File: src/logic/ssp_pkg.sv
// shared constants and carriers of the synchronous slave serial port
`default_nettype none
package ssp_pkg;
	// bus geometry
	localparam int unsigned SSP_ADR_W = 6;
	localparam int unsigned SSP_DAT_W = 32;
	// register byte addresses
	localparam logic [5:0] SSP_A_FLAGS   = 6'h00;
	localparam logic [5:0] SSP_A_ENABLES = 6'h04;
	localparam logic [5:0] SSP_A_PRIO    = 6'h08;
	localparam logic [5:0] SSP_A_RXSTAT  = 6'h0C;
	localparam logic [5:0] SSP_A_TXHOLD  = 6'h10;
	localparam logic [5:0] SSP_A_TXCTL   = 6'h14;
	localparam logic [5:0] SSP_A_BAUDCTL = 6'h18;
	localparam logic [5:0] SSP_A_BRG_HI  = 6'h1C;
	localparam logic [5:0] SSP_A_BRG_LO  = 6'h20;
	localparam logic [5:0] SSP_A_RXHOLD  = 6'h24;
	localparam logic [5:0] SSP_A_INTCTL  = 6'h28;
	// bit positions in flag, enable, interrupt control and baud control registers
	localparam int unsigned SSP_B_TX_EMPTY = 4;
	localparam int unsigned SSP_B_RX_DONE  = 5;
	localparam int unsigned SSP_B_PERIPH   = 6;
	localparam int unsigned SSP_B_GLOBAL   = 7;
	localparam int unsigned SSP_B_RX_IDLE  = 6;
	// writable bits of the baud control register
	localparam logic [7:0] SSP_BAUDCTL_WMASK = 8'h1B;
	// reset values
	localparam logic [7:0] SSP_RST_BYTE = 8'h00;
	// word lengths on the link
	localparam logic [3:0] SSP_LEN8 = 4'h8;
	localparam logic [3:0] SSP_LEN9 = 4'h9;
	localparam logic [3:0] SSP_CNT_ONE = 4'h1;

	// receive status and control register fields
	typedef struct packed {
		logic port_en;
		logic rx_nine;
		logic single_rx_en;
		logic cont_rx_en;
		logic addr_det_en;
		logic frame_err;
		logic overrun_err;
		logic rx_ninth;
	} ssp_rx_stat_t;

	// transmit status and control register fields
	typedef struct packed {
		logic clk_src_master;
		logic tx_nine;
		logic tx_en;
		logic sync_mode;
		logic send_break;
		logic baud_hi;
		logic tx_shift_empty;
		logic tx_ninth;
	} ssp_tx_ctl_t;

	// one word on the link with its ninth bit
	typedef struct packed {
		logic       ninth;
		logic [7:0] data;
	} ssp_word_t;
endpackage : ssp_pkg
`default_nettype wire

File: src/logic/ssp_pin_sync.sv
// two-flop synchroniser with edge detection for link pins
`timescale 1ns/100ps
`default_nettype none
module ssp_pin_sync #(
	parameter int unsigned W = 2
) (
	input  wire logic         clk_i,
	input  wire logic         rst_i,
	input  wire logic [W-1:0] pin_i,
	output logic      [W-1:0] lvl_o,
	output logic      [W-1:0] rise_o,
	output logic      [W-1:0] fall_o
);
	logic [W-1:0] s1_q, s2_q, s3_q;
	logic [W-1:0] s1_d, s2_d, s3_d;

	// next values: first stage feeds only the second
	always_comb begin
		s1_d = pin_i;
		s2_d = s1_q;
		s3_d = s2_q;
	end

	// register stages
	always_ff @(posedge clk_i) begin
		if (rst_i) begin
			s1_q <= '0;
			s2_q <= '0;
			s3_q <= '0;
		end else begin
			s1_q <= s1_d;
			s2_q <= s2_d;
			s3_q <= s3_d;
		end
	end

	// edges seen between stage two and three
	assign lvl_o  = s2_q;
	assign rise_o = s2_q & ~s3_q;
	assign fall_o = ~s2_q & s3_q;
endmodule : ssp_pin_sync
`default_nettype wire

File: src/logic/ssp_sync_slave_port.sv
// synchronous slave serial port with classic wishbone register access
// Functional notes
// - slave transmit works like master transmit
// - first written word moves to shifter at once
// - second word waits; buffer-empty flag stays clear
// - after first word, load second, set flag
// - buffer-empty with enable wakes chip, interrupts
// - single receive enable ignored in slave mode
// - continuous receive keeps working in low power
// - completed word moves to holding, may wake
// - receive-complete flag set, interrupt if enabled
// - ninth bit, errors in status; data in holding
// - clearing continuous receive clears error flags
// - buffer-empty flag cleared only by holding write
// - receive data sampled on shift clock falling edge
`timescale 1ns/100ps
`default_nettype none
module ssp_sync_slave_port
	import ssp_pkg::*;
(
	input  wire logic                 clk_i,
	input  wire logic                 rst_i,
	input  wire logic                 wb_cyc_i,
	input  wire logic                 wb_stb_i,
	input  wire logic                 wb_we_i,
	input  wire logic [SSP_ADR_W-1:0] wb_adr_i,
	input  wire logic [3:0]           wb_sel_i,
	input  wire logic [SSP_DAT_W-1:0] wb_dat_i,
	output logic      [SSP_DAT_W-1:0] wb_dat_o,
	output logic                      wb_ack_o,
	input  wire logic                 shift_clk_i,
	input  wire logic                 data_i,
	output logic                      data_o,
	output logic                      data_oe_n_o,
	output logic                      wake_o,
	output logic                      irq_o
);
	// synchronised pins: bit 0 shift clock, bit 1 data line
	logic [1:0] pin_lvl, pin_rise, pin_fall;
	logic       ck_rise, ck_fall, rx_bit;

	// register state
	ssp_rx_stat_t rx_stat_q, rx_stat_d;
	ssp_tx_ctl_t  tx_ctl_q, tx_ctl_d;
	ssp_word_t    hold_q, hold_d;
	logic [7:0]   ie_q, ie_d;
	logic [7:0]   prio_q, prio_d;
	logic [7:0]   intc_q, intc_d;
	logic [7:0]   baudctl_q, baudctl_d;
	logic [7:0]   brg_hi_q, brg_hi_d;
	logic [7:0]   brg_lo_q, brg_lo_d;
	logic         hold_full_q, hold_full_d;
	logic         tx_empty_q, tx_empty_d;
	logic [7:0]   rx_hold_q, rx_hold_d;
	logic         rx_done_q, rx_done_d;
	logic [8:0]   rx_sr_q, rx_sr_d;
	logic [3:0]   rx_cnt_q, rx_cnt_d;
	logic         ack_q, ack_d;
	logic [31:0]  rdat_q, rdat_d;

	// output state
	logic data_q, data_d;
	logic oe_n_q, oe_n_d;
	logic wake_q, wake_d;
	logic irq_q, irq_d;

	// decode helpers
	logic         req, wr, rd, rd_hold;
	logic         slave_mode, tx_path, rx_path, tx_load;
	logic         tx_busy, tx_bit, rx_set;
	logic [3:0]   rx_last;
	logic [8:0]   rx_sh;
	logic [7:0]   rbyte, flags;
	ssp_tx_ctl_t  tx_view;

	// shift clock and data come from the master's domain
	ssp_pin_sync #(
		.W (2)
	) u_sync (
		.clk_i  (clk_i),
		.rst_i  (rst_i),
		.pin_i  ({data_i, shift_clk_i}),
		.lvl_o  (pin_lvl),
		.rise_o (pin_rise),
		.fall_o (pin_fall)
	);

	assign ck_rise = pin_rise[0];
	assign ck_fall = pin_fall[0];
	assign rx_bit  = pin_lvl[1];

	// port mode: synchronous, enabled, clock from outside
	assign slave_mode = rx_stat_q.port_en & tx_ctl_q.sync_mode &
		~tx_ctl_q.clk_src_master;
	assign tx_path = slave_mode & tx_ctl_q.tx_en;
	assign rx_path = slave_mode & rx_stat_q.cont_rx_en &
		~rx_stat_q.overrun_err;
	assign tx_load = hold_full_q & ~tx_busy & tx_path;

	// transmit shifter, same behaviour as master transmission
	ssp_tx_shift u_tx (
		.clk_i  (clk_i),
		.rst_i  (rst_i),
		.en_i   (tx_path),
		.load_i (tx_load),
		.word_i (hold_q),
		.nine_i (tx_ctl_q.tx_nine),
		.rise_i (ck_rise),
		.fall_i (ck_fall),
		.busy_o (tx_busy),
		.bit_o  (tx_bit)
	);

	// bus access, holding registers and receive shifter
	always_comb begin
		rx_stat_d   = rx_stat_q;
		tx_ctl_d    = tx_ctl_q;
		hold_d      = hold_q;
		ie_d        = ie_q;
		prio_d      = prio_q;
		intc_d      = intc_q;
		baudctl_d   = baudctl_q;
		brg_hi_d    = brg_hi_q;
		brg_lo_d    = brg_lo_q;
		hold_full_d = hold_full_q;
		rx_hold_d   = rx_hold_q;
		rx_done_d   = rx_done_q;
		rx_sr_d     = rx_sr_q;
		rx_cnt_d    = rx_cnt_q;
		rx_set      = 1'b0;
		rx_sh       = {rx_bit, rx_sr_q[8:1]};
		rx_last     = (rx_stat_q.rx_nine ? SSP_LEN9 : SSP_LEN8) -
			SSP_CNT_ONE;
		req     = wb_cyc_i & wb_stb_i & ~ack_q;
		wr      = req & wb_we_i & wb_sel_i[0];
		rd      = req & ~wb_we_i;
		rd_hold = rd & (wb_adr_i == SSP_A_RXHOLD);
		ack_d   = req;
		rdat_d  = '0;
		rbyte   = wb_dat_i[7:0];
		flags   = SSP_RST_BYTE;
		flags[SSP_B_TX_EMPTY] = tx_empty_q;
		flags[SSP_B_RX_DONE]  = rx_done_q;
		tx_view = tx_ctl_q;
		tx_view.tx_shift_empty = ~tx_busy;
		// read data is registered and shown with ack
		if (rd) begin
			unique case (wb_adr_i)
				SSP_A_FLAGS:   rdat_d[7:0] = flags;
				SSP_A_ENABLES: rdat_d[7:0] = ie_q;
				SSP_A_PRIO:    rdat_d[7:0] = prio_q;
				SSP_A_RXSTAT:  rdat_d[7:0] = rx_stat_q;
				SSP_A_TXCTL:   rdat_d[7:0] = tx_view;
				SSP_A_BAUDCTL: begin
					rdat_d[7:0] = baudctl_q;
					rdat_d[SSP_B_RX_IDLE] = (rx_cnt_q == '0);
				end
				SSP_A_BRG_HI:  rdat_d[7:0] = brg_hi_q;
				SSP_A_BRG_LO:  rdat_d[7:0] = brg_lo_q;
				SSP_A_RXHOLD:  rdat_d[7:0] = rx_hold_q;
				SSP_A_INTCTL:  rdat_d[7:0] = intc_q;
				default:       rdat_d = '0;
			endcase
		end
		// transfer to shifter empties the holding register
		if (tx_load) begin
			hold_full_d = 1'b0;
		end
		// writes; flag register bits are not writable
		if (wr) begin
			unique case (wb_adr_i)
				SSP_A_ENABLES: ie_d = rbyte;
				SSP_A_PRIO:    prio_d = rbyte;
				SSP_A_RXSTAT: begin
					rx_stat_d = rbyte;
					rx_stat_d.frame_err   = rx_stat_q.frame_err;
					rx_stat_d.overrun_err = rx_stat_q.overrun_err;
					rx_stat_d.rx_ninth    = rx_stat_q.rx_ninth;
				end
				SSP_A_TXHOLD: begin
					hold_d.data  = rbyte;
					hold_d.ninth = tx_ctl_q.tx_ninth;
					hold_full_d  = 1'b1;
				end
				SSP_A_TXCTL: begin
					tx_ctl_d = rbyte;
					tx_ctl_d.tx_shift_empty = 1'b0;
				end
				SSP_A_BAUDCTL: baudctl_d = rbyte & SSP_BAUDCTL_WMASK;
				SSP_A_BRG_HI:  brg_hi_d = rbyte;
				SSP_A_BRG_LO:  brg_lo_d = rbyte;
				SSP_A_INTCTL:  intc_d = rbyte;
				default:       ;
			endcase
		end
		// receive: a disabled receiver drops its errors and count
		if (!rx_stat_q.cont_rx_en) begin
			rx_stat_d.frame_err   = 1'b0;
			rx_stat_d.overrun_err = 1'b0;
			rx_cnt_d = '0;
		end else if (rx_path && ck_fall) begin
			rx_sr_d = rx_sh;
			if (rx_cnt_q == rx_last) begin
				rx_cnt_d = '0;
				if (rx_done_q && !rd_hold) begin
					rx_stat_d.overrun_err = 1'b1;
				end else begin
					rx_set = 1'b1;
					if (rx_stat_q.rx_nine) begin
						rx_hold_d = rx_sh[7:0];
						rx_stat_d.rx_ninth = rx_sh[8];
					end else begin
						rx_hold_d = rx_sh[8:1];
						rx_stat_d.rx_ninth = 1'b0;
					end
				end
			end else begin
				rx_cnt_d = rx_cnt_q + SSP_CNT_ONE;
			end
		end
		// reading the holding register clears the flag; a new word wins
		if (rd_hold) begin
			rx_done_d = 1'b0;
		end
		if (rx_set) begin
			rx_done_d = 1'b1;
		end
		tx_empty_d = ~hold_full_d;
	end

	// register bus and port state
	always_ff @(posedge clk_i) begin
		if (rst_i) begin
			rx_stat_q   <= SSP_RST_BYTE;
			tx_ctl_q    <= SSP_RST_BYTE;
			hold_q      <= '0;
			ie_q        <= SSP_RST_BYTE;
			prio_q      <= SSP_RST_BYTE;
			intc_q      <= SSP_RST_BYTE;
			baudctl_q   <= SSP_RST_BYTE;
			brg_hi_q    <= SSP_RST_BYTE;
			brg_lo_q    <= SSP_RST_BYTE;
			hold_full_q <= 1'b0;
			tx_empty_q  <= 1'b1;
			rx_hold_q   <= SSP_RST_BYTE;
			rx_done_q   <= 1'b0;
			rx_sr_q     <= '0;
			rx_cnt_q    <= '0;
			ack_q       <= 1'b0;
			rdat_q      <= '0;
		end else begin
			rx_stat_q   <= rx_stat_d;
			tx_ctl_q    <= tx_ctl_d;
			hold_q      <= hold_d;
			ie_q        <= ie_d;
			prio_q      <= prio_d;
			intc_q      <= intc_d;
			baudctl_q   <= baudctl_d;
			brg_hi_q    <= brg_hi_d;
			brg_lo_q    <= brg_lo_d;
			hold_full_q <= hold_full_d;
			tx_empty_q  <= tx_empty_d;
			rx_hold_q   <= rx_hold_d;
			rx_done_q   <= rx_done_d;
			rx_sr_q     <= rx_sr_d;
			rx_cnt_q    <= rx_cnt_d;
			ack_q       <= ack_d;
			rdat_q      <= rdat_d;
		end
	end

	// pin drive and wake requests
	always_comb begin
		data_d = tx_bit;
		oe_n_d = ~tx_path;
		wake_d = (tx_empty_q & ie_q[SSP_B_TX_EMPTY]) |
			(rx_done_q & ie_q[SSP_B_RX_DONE]);
		irq_d  = wake_d & intc_q[SSP_B_GLOBAL] & intc_q[SSP_B_PERIPH];
	end

	// register outputs
	always_ff @(posedge clk_i) begin
		if (rst_i) begin
			data_q <= 1'b0;
			oe_n_q <= 1'b1;
			wake_q <= 1'b0;
			irq_q  <= 1'b0;
		end else begin
			data_q <= data_d;
			oe_n_q <= oe_n_d;
			wake_q <= wake_d;
			irq_q  <= irq_d;
		end
	end

	assign wb_dat_o    = rdat_q;
	assign wb_ack_o    = ack_q;
	assign data_o      = data_q;
	assign data_oe_n_o = oe_n_q;
	assign wake_o      = wake_q;
	assign irq_o       = irq_q;
endmodule : ssp_sync_slave_port
`default_nettype wire

File: src/logic/ssp_tx_shift.sv
// transmit shift register driven by the external shift clock edges
`timescale 1ns/100ps
`default_nettype none
module ssp_tx_shift
	import ssp_pkg::*;
(
	input  wire logic      clk_i,
	input  wire logic      rst_i,
	input  wire logic      en_i,
	input  wire logic      load_i,
	input  wire ssp_word_t word_i,
	input  wire logic      nine_i,
	input  wire logic      rise_i,
	input  wire logic      fall_i,
	output logic           busy_o,
	output logic           bit_o
);
	logic [8:0] sr_q, sr_d;
	logic [3:0] cnt_q, cnt_d;
	logic       busy_q, busy_d;
	logic       adv_q, adv_d;
	logic [3:0] last;

	// bit count: master samples on falling edge, next bit on rising edge
	always_comb begin
		sr_d   = sr_q;
		cnt_d  = cnt_q;
		busy_d = busy_q;
		adv_d  = adv_q;
		last   = (nine_i ? SSP_LEN9 : SSP_LEN8) - SSP_CNT_ONE;
		if (!en_i) begin
			busy_d = 1'b0;
			adv_d  = 1'b0;
			cnt_d  = '0;
		end else if (load_i) begin
			sr_d   = word_i;
			busy_d = 1'b1;
			cnt_d  = '0;
			adv_d  = 1'b0;
		end else if (busy_q) begin
			if (fall_i) begin
				if (cnt_q == last) begin
					busy_d = 1'b0;
				end else begin
					cnt_d = cnt_q + SSP_CNT_ONE;
					adv_d = 1'b1;
				end
			end else if (rise_i && adv_q) begin
				sr_d  = {1'b0, sr_q[8:1]};
				adv_d = 1'b0;
			end
		end
	end

	// register shifter state
	always_ff @(posedge clk_i) begin
		if (rst_i) begin
			sr_q   <= '0;
			cnt_q  <= '0;
			busy_q <= 1'b0;
			adv_q  <= 1'b0;
		end else begin
			sr_q   <= sr_d;
			cnt_q  <= cnt_d;
			busy_q <= busy_d;
			adv_q  <= adv_d;
		end
	end

	assign busy_o = busy_q;
	assign bit_o  = sr_q[0];
endmodule : ssp_tx_shift
`default_nettype wire

File: config.mk
export PLATFORM = sky130hd
export DESIGN_NAME = ssp_sync_slave_port
export DESIGN_NICKNAME = d
export VERILOG_FILES = /design/src/logic/ssp_pkg.sv /design/src/logic/ssp_pin_sync.sv /design/src/logic/ssp_sync_slave_port.sv /design/src/logic/ssp_tx_shift.sv
export SDC_FILE = /design/constraint.sdc
export NUM_CORES = 1
export LEC_CHECK = 0
export ABC_AREA = 0
export BUFFER_PORTS_ARGS = -buffer_cell sky130_fd_sc_hd__clkbuf_2
export CAP_MARGIN = 20
export CORE_ASPECT_RATIO = 2
export CORE_MARGIN = 4
export CORE_UTILIZATION = 30
export DETAILED_ROUTE_END_ITERATION = 8
export PLACE_DENSITY = 0.53
export SLEW_MARGIN = 20
export SYNTH_ARGS = -nofsm -noshare
export SYNTH_HDL_FRONTEND = slang
export SYNTH_SLANG_ARGS = --single-unit
File: constraint.sdc
create_clock -name clk_i -period 5.6 [get_ports clk_i]
set_input_delay 0.84 -clock clk_i [delete_from_list [all_inputs] [get_ports clk_i]]
set_output_delay 0.84 -clock clk_i [all_outputs]
set_load 0.02 [all_outputs]
# [Word-level counts from Yosys, hierarchy flattened]
# Cells that the tools add are included.
[classes] add_sub_neg=4 multipliers=0 div_mod_pow=0 n_lt_le_gt_ge=0 n_eq_ne=14 shift=0 muxes=32 bitwise_logic=33 reduce_logical=28
[op_table] operator="one-hot mux 8 bit (10 select lines)" count=1
[op_table] operator="2-to-1 mux 9 bit" count=4
[op_table] operator="== test 6 x 5 -> 1 bit, second input constant" count=4
[op_table] operator="2-to-1 mux 1 bit" count=22
[op_table] operator="AND reduction 2 bit" count=10
[op_table] operator="bitwise AND 1 bit" count=19
[op_table] operator="== test 6 bit, second input constant" count=3
[op_table] operator="inverter 1 bit" count=13
[op_table] operator="== test 6 x 4 -> 1 bit, second input constant" count=2
[op_table] operator="adder 4 x 1 -> 4 bit, second input constant" count=2
[op_table] operator="== test 4 bit" count=2
[op_table] operator="2-to-1 mux 8 bit" count=1
[op_table] operator="AND reduction 4 bit" count=2
[op_table] operator="nonzero test 2 bit" count=4
[op_table] operator="subtractor 4 x 1 -> 4 bit, second input constant" count=2
[op_table] operator="== test 6 x 3 -> 1 bit, second input constant" count=1
[op_table] operator="zero test 6 bit" count=1
[op_table] operator="2-to-1 mux 2 bit" count=3
[op_table] operator="AND reduction 3 bit" count=2
[op_table] operator="OR reduction 2 bit" count=3
[op_table] operator="zero test 4 bit" count=1
[op_table] operator="2-to-1 mux 4 bit" count=1
[op_table] operator="logical AND 1 bit" count=3
[op_table] operator="OR reduction 3 bit" count=1
[op_table] operator="other kinds (4)" count=4
[word_totals] regBits=148 latch_bits=0 ramBits=0 mem_bits_ro=0 input_bits=49 mem_count=0

# [Logic depth before layout (Yosys ltp)]
[depth] ltp_word=11 mapped_depth=6 ltp_nobuf=5

# [Modules after synthesis]
# A second synthesis with hierarchy kept.
[unflattened] hier_cells=584 hier_area_um2=5644.2
[by_module_without_submodules] module="ssp_sync_slave_port" instances=1 cells_each=497 area_each_um2=4787.1 seq_area_each_um2=2062.0
[by_module_without_submodules] module="ssp_tx_shift" instances=1 cells_each=71 area_each_um2=674.4 seq_area_each_um2=300.3
[by_module_without_submodules] module="ssp_pin_sync" instances=1 cells_each=16 area_each_um2=182.7 seq_area_each_um2=120.1

# [Worst setup path before layout]
# Ideal clock, no wire load.
[synth_timing] path_kind="in2reg" start="input port wb_adr_i[5]" end="register rx_hold_q[5]" setup_ps=69 arrival_ps=2563 slack_ps=2968 cell_stages=6 path_buffers=2 cell_sequence="buf_4 -> or4b_1 -> buf_2 -> o41a_4 -> or4_1 -> o21ai_1"
[synth_via] elab_chain_cells=6
[synth_rtl] item="start: declaration" line_no="ssp_sync_slave_port.sv:26" source="input wire logic [SSP_ADR_W-1:0] wb_adr_i,"
[synth_rtl] item="== test 6 bit" line_no="ssp_sync_slave_port.sv:137" source="rd_hold = rd & (wb_adr_i == SSP_A_RXHOLD);"
[synth_rtl] item="bitwise AND 1 bit" line_no="ssp_sync_slave_port.sv:137"
[synth_rtl] item="zero test 1 bit" line_no="ssp_sync_slave_port.sv:205" source="if (rx_done_q && !rd_hold) begin"
[synth_rtl] item="logical AND 1 bit" line_no="ssp_sync_slave_port.sv:205"
[synth_rtl] item="inverter 1 bit (no source line)"
[synth_rtl] item="AND reduction 4 bit (no source line)"
[synth_rtl] item="end signal: assignment" line_no="ssp_sync_slave_port.sv:263" source="rx_hold_q <= rx_hold_d;"
[synth_rtl] item="end: declaration" line_no="ssp_sync_slave_port.sv:54" source="logic [7:0] rx_hold_q, rx_hold_d;"
# No other way between the ends.
# A chain may end at the register's enable or synchronous reset.

# [Worst setup path in the final report]
[layout_timing] start="input port wb_adr_i[5]" end="register hold_q[3] in the netlist's numbering"
[layout_via] elab_chain_cells=2
[layout_rtl] item="== test 6 x 5 -> 1 bit" line_no="ssp_sync_slave_port.sv:171" source="unique case (wb_adr_i)"
[layout_rtl] item="AND reduction 2 bit (no source line)"
[layout_rtl] item="end signal: assignment" line_no="ssp_sync_slave_port.sv:254" source="hold_q <= hold_d;"
[layout_rtl] item="end: declaration" line_no="ssp_sync_slave_port.sv:45" source="ssp_word_t hold_q, hold_d;"
# No other way between the ends.

==> results.md <==
* Hold Crit Class: flip-flop to flip-flop
* Final Setup Violations at 0
* Pin count of the biggest net entering global routing at 75
* IO buf count at 34
* CTS tree: yes
* WP buf/inv at 1
* Share of cells above drive strength 1 at between 10% and 20%
* Clock Skew at 11.2 ps
* Die height at 201 um
* Via Count at 4361
* Vias in the first global route at 4272
* Design Power at 2.16 mW
* H-tree levels at 4
* CTS root buffer: clkbuf_16
* Hpwl dp at 11.0 mm
* Critical Path AT at 3220 ps
* CP endpoint kind: flip-flop
* CP required at 5940 ps
* Family with the most delay on the worst path: simple AND/OR/NAND/NOR gates
* Post-CTS Setup Inserts at 0
* Drt pass-1 iters at 5
* Inst Count DP at around 810
* Post-synth EDFFs at 0
* Clock sinks at 123
* Critical Path Max Stage Delay at 970 ps
* DP Worst Slack at 2350 ps
* Crit path max-delay cell type: nor4_2
* CP Depth at 5
* Gate Count Post-Synth at 598
* Sequential share of power at 40.8%
* CTS Hold Bufs at 0
* DR iter-0 viols at between 200 and 250
* Seq/Total Area, Yosys at 44.2%
* RSZ-0062 raised after global routing: no
* DIE WIDTH at 104 um
* CTS max path bufs at 2
* Fmax achieved at 347 MHz
* Wirelength, routed at 15.1 mm
* Fin nets at 666
* FF-to-FF path depth at 4
* Inserted Diodes at 0
* Hold slack final at 438 ps
* GRT overflow at 0
* Slew HR at 28.9%
* Syn avg cell area at 9.32 um^2
* Comb pwr share at between 3 and 4%
* Final Hold Viols at 0
* GRT Overall Usage at 14.4%
* Worst slew pin tran at 1060 ps
* Switching share of power at 21.5%
* Hold Path Stages at 1
* Non-Filler Cell Area, Final at 6440 um^2
* Register bit total from synthesis at about 120
* Core area at around 18000 um^2
* Worst-path fanout max at 12
* Final Cycle Share at 51.4%
* Total CTS buffers at 17
* Initial core utilization at 30.4%
* # rows at 70
* Ys flop type: dfxtp_1
* Setup tns final at 0 ps
* First-pass GRT wire length at between 20 and 25 mm
* Crit path kind: input port to flip-flop
* Slew Viols, Final at 0
* Mapped cell area at 5570 um^2
* Min Tclk post-route at 2880 ps
* Clock transition at path regs at 50 ps
* FFs w/ async S/R, synth at 0%
* Placed Area at 5800 um^2
* Area delta synth->final at 15.6%
* Pwr dens at ~330 nW/um^2
* Clock Latency Late Sink at 420 ps
* Post-CTS sizing at 0
* Final design utilization at between 30% and 40%
* I/O Pins at 86
* Initial antenna violation count at 0
* Most frequent cells in the layout: dfxtp_1 (123), nor2_1 (76), mux2i_1 (74), nand2_1 (51), a21oi_1 (36)
* Drt drc at 0
* Psw at between 0.4 and 0.5 mW
* Pleak at 2.18 nW
* CP Cell Sequence: clkbuf_2 > or4b_1 > nor4_2 > nand2_1 > a21oi_1
* Peak VDD IR at 0.154 mV
* Setup ws final at 2720 ps
* Drt wl/cell at 17.9 um
* Status: completed
* Synth unique cells at 55
* Startpoint Class: input port
* Post-route insts no fill at 843
* Final GP Congestion at 0.854
* Vias per std cell at 5.17
* Maxcap violations at 0
* Clock power frac at 55.4%
* Regs by FF count: hold_q (9), u_tx.sr_q (9)
* Post-DRT Antenna Nets at 0
* Most common cell after layout, fill and taps aside: dfxtp_1
* Pint at 1.69 mW
* Die footprint at ~21000 um^2
* YS warnings at 0
==> metal layers <==
metal  share of wire [%]  track usage [%]  vias to the layer above
met5                   0                0                        -
met4                 5.3             9.51                        0
met3                 3.4             2.12                       41
met2                  56             27.9                      119
met1                  35             13.7                     2088
li1                    -                -                     2113
==> worst register-to-register path, delay by kind of cell (launching register included) <==
| kind | cells | cell delay, ps |
|---|---|---|
| compound gates | 1 | 210 |
| flops | 1 | 300 |
| simple gates | 3 | 2110 |
==> logic make-up after synthesis <==
logic type	Yosys count	share of synthesized area, %
other	1	0.0673
DFF	123	44.2
buffers and inverters	67	6.29
xor gates and xnor gates	3	0.472
adders and majority gates	3	0.674
and+or+nand+nor	211	20.4
AOI/OAI and AO/OA	108	13.0
muxes	82	14.9
==> power groups by stage <==
stage | Combinational (mW) | Sequential [mW] | Clock, mW
2_1_floorplan | 0.0697 | 0.898 | 0
3_3_place_gp | 0.0811 | 0.898 | 0
3_5_place_dp | 0.0824 | 0.898 | 0
4_1_cts | 0.0825 | 0.879 | 1.21
5_1_grt | 0.0882 | 0.879 | 1.25
6_report | 0.0834 | 0.879 | 1.19
==> Yosys cell counts (all sizes together) (2+ instances only) <==
cell | instances | area, um^2
a211oi | 2 | 15.0
a21o | 2 | 15.0
a21oi | 36 | 180
a22o | 7 | 61.3
a22oi | 22 | 165
a31oi | 4 | 25.0
and2 | 2 | 12.5
and3 | 3 | 18.8
and3b | 2 | 17.5
buf | 38 | 241
clkbuf | 24 | 90.1
dfxtp | 123 | 2460
ha | 3 | 37.5
inv | 5 | 18.8
mux2 | 8 | 90.1
mux2i | 74 | 741
nand2 | 51 | 191
nand2b | 13 | 81.3
nand3 | 14 | 70.1
nand4b | 2 | 17.5
nor2 | 76 | 285
nor2b | 10 | 62.6
nor3 | 3 | 15.0
nor4 | 9 | 159
nor4b | 2 | 17.5
o2111ai | 2 | 17.5
o21ai | 14 | 70.1
o22a | 3 | 26.3
o2bb2ai | 7 | 61.3
or2 | 3 | 18.8
or3 | 3 | 18.8
or4 | 12 | 90.1
or4b | 2 | 20.0
xor2 | 2 | 17.5
==> cell type report <==
type / count / area [um^2]
fill: 1860 / 11900
clock buffer: 20 / 447
inverter: 5 / 18.8
sequential: 123 / 2460
multi-input combinational: 431 / 2860
tap: 216 / 270
clock inverter: 12 / 195
timing repair buffer: 36 / 188
==> worst paths after layout <==
path	from	endpoint	slack, ps
worst max-delay path	wb_adr_i[5]	hold_q[3]	2720
worst min-delay path	u_sync.s1_q[1]	u_sync.lvl_o[1]	440
worst max register to register	wb_ack_o	hold_q[3]	2910
worst min register to register	u_sync.s1_q[1]	u_sync.lvl_o[1]	440
(Power assumes the default switching activity.)
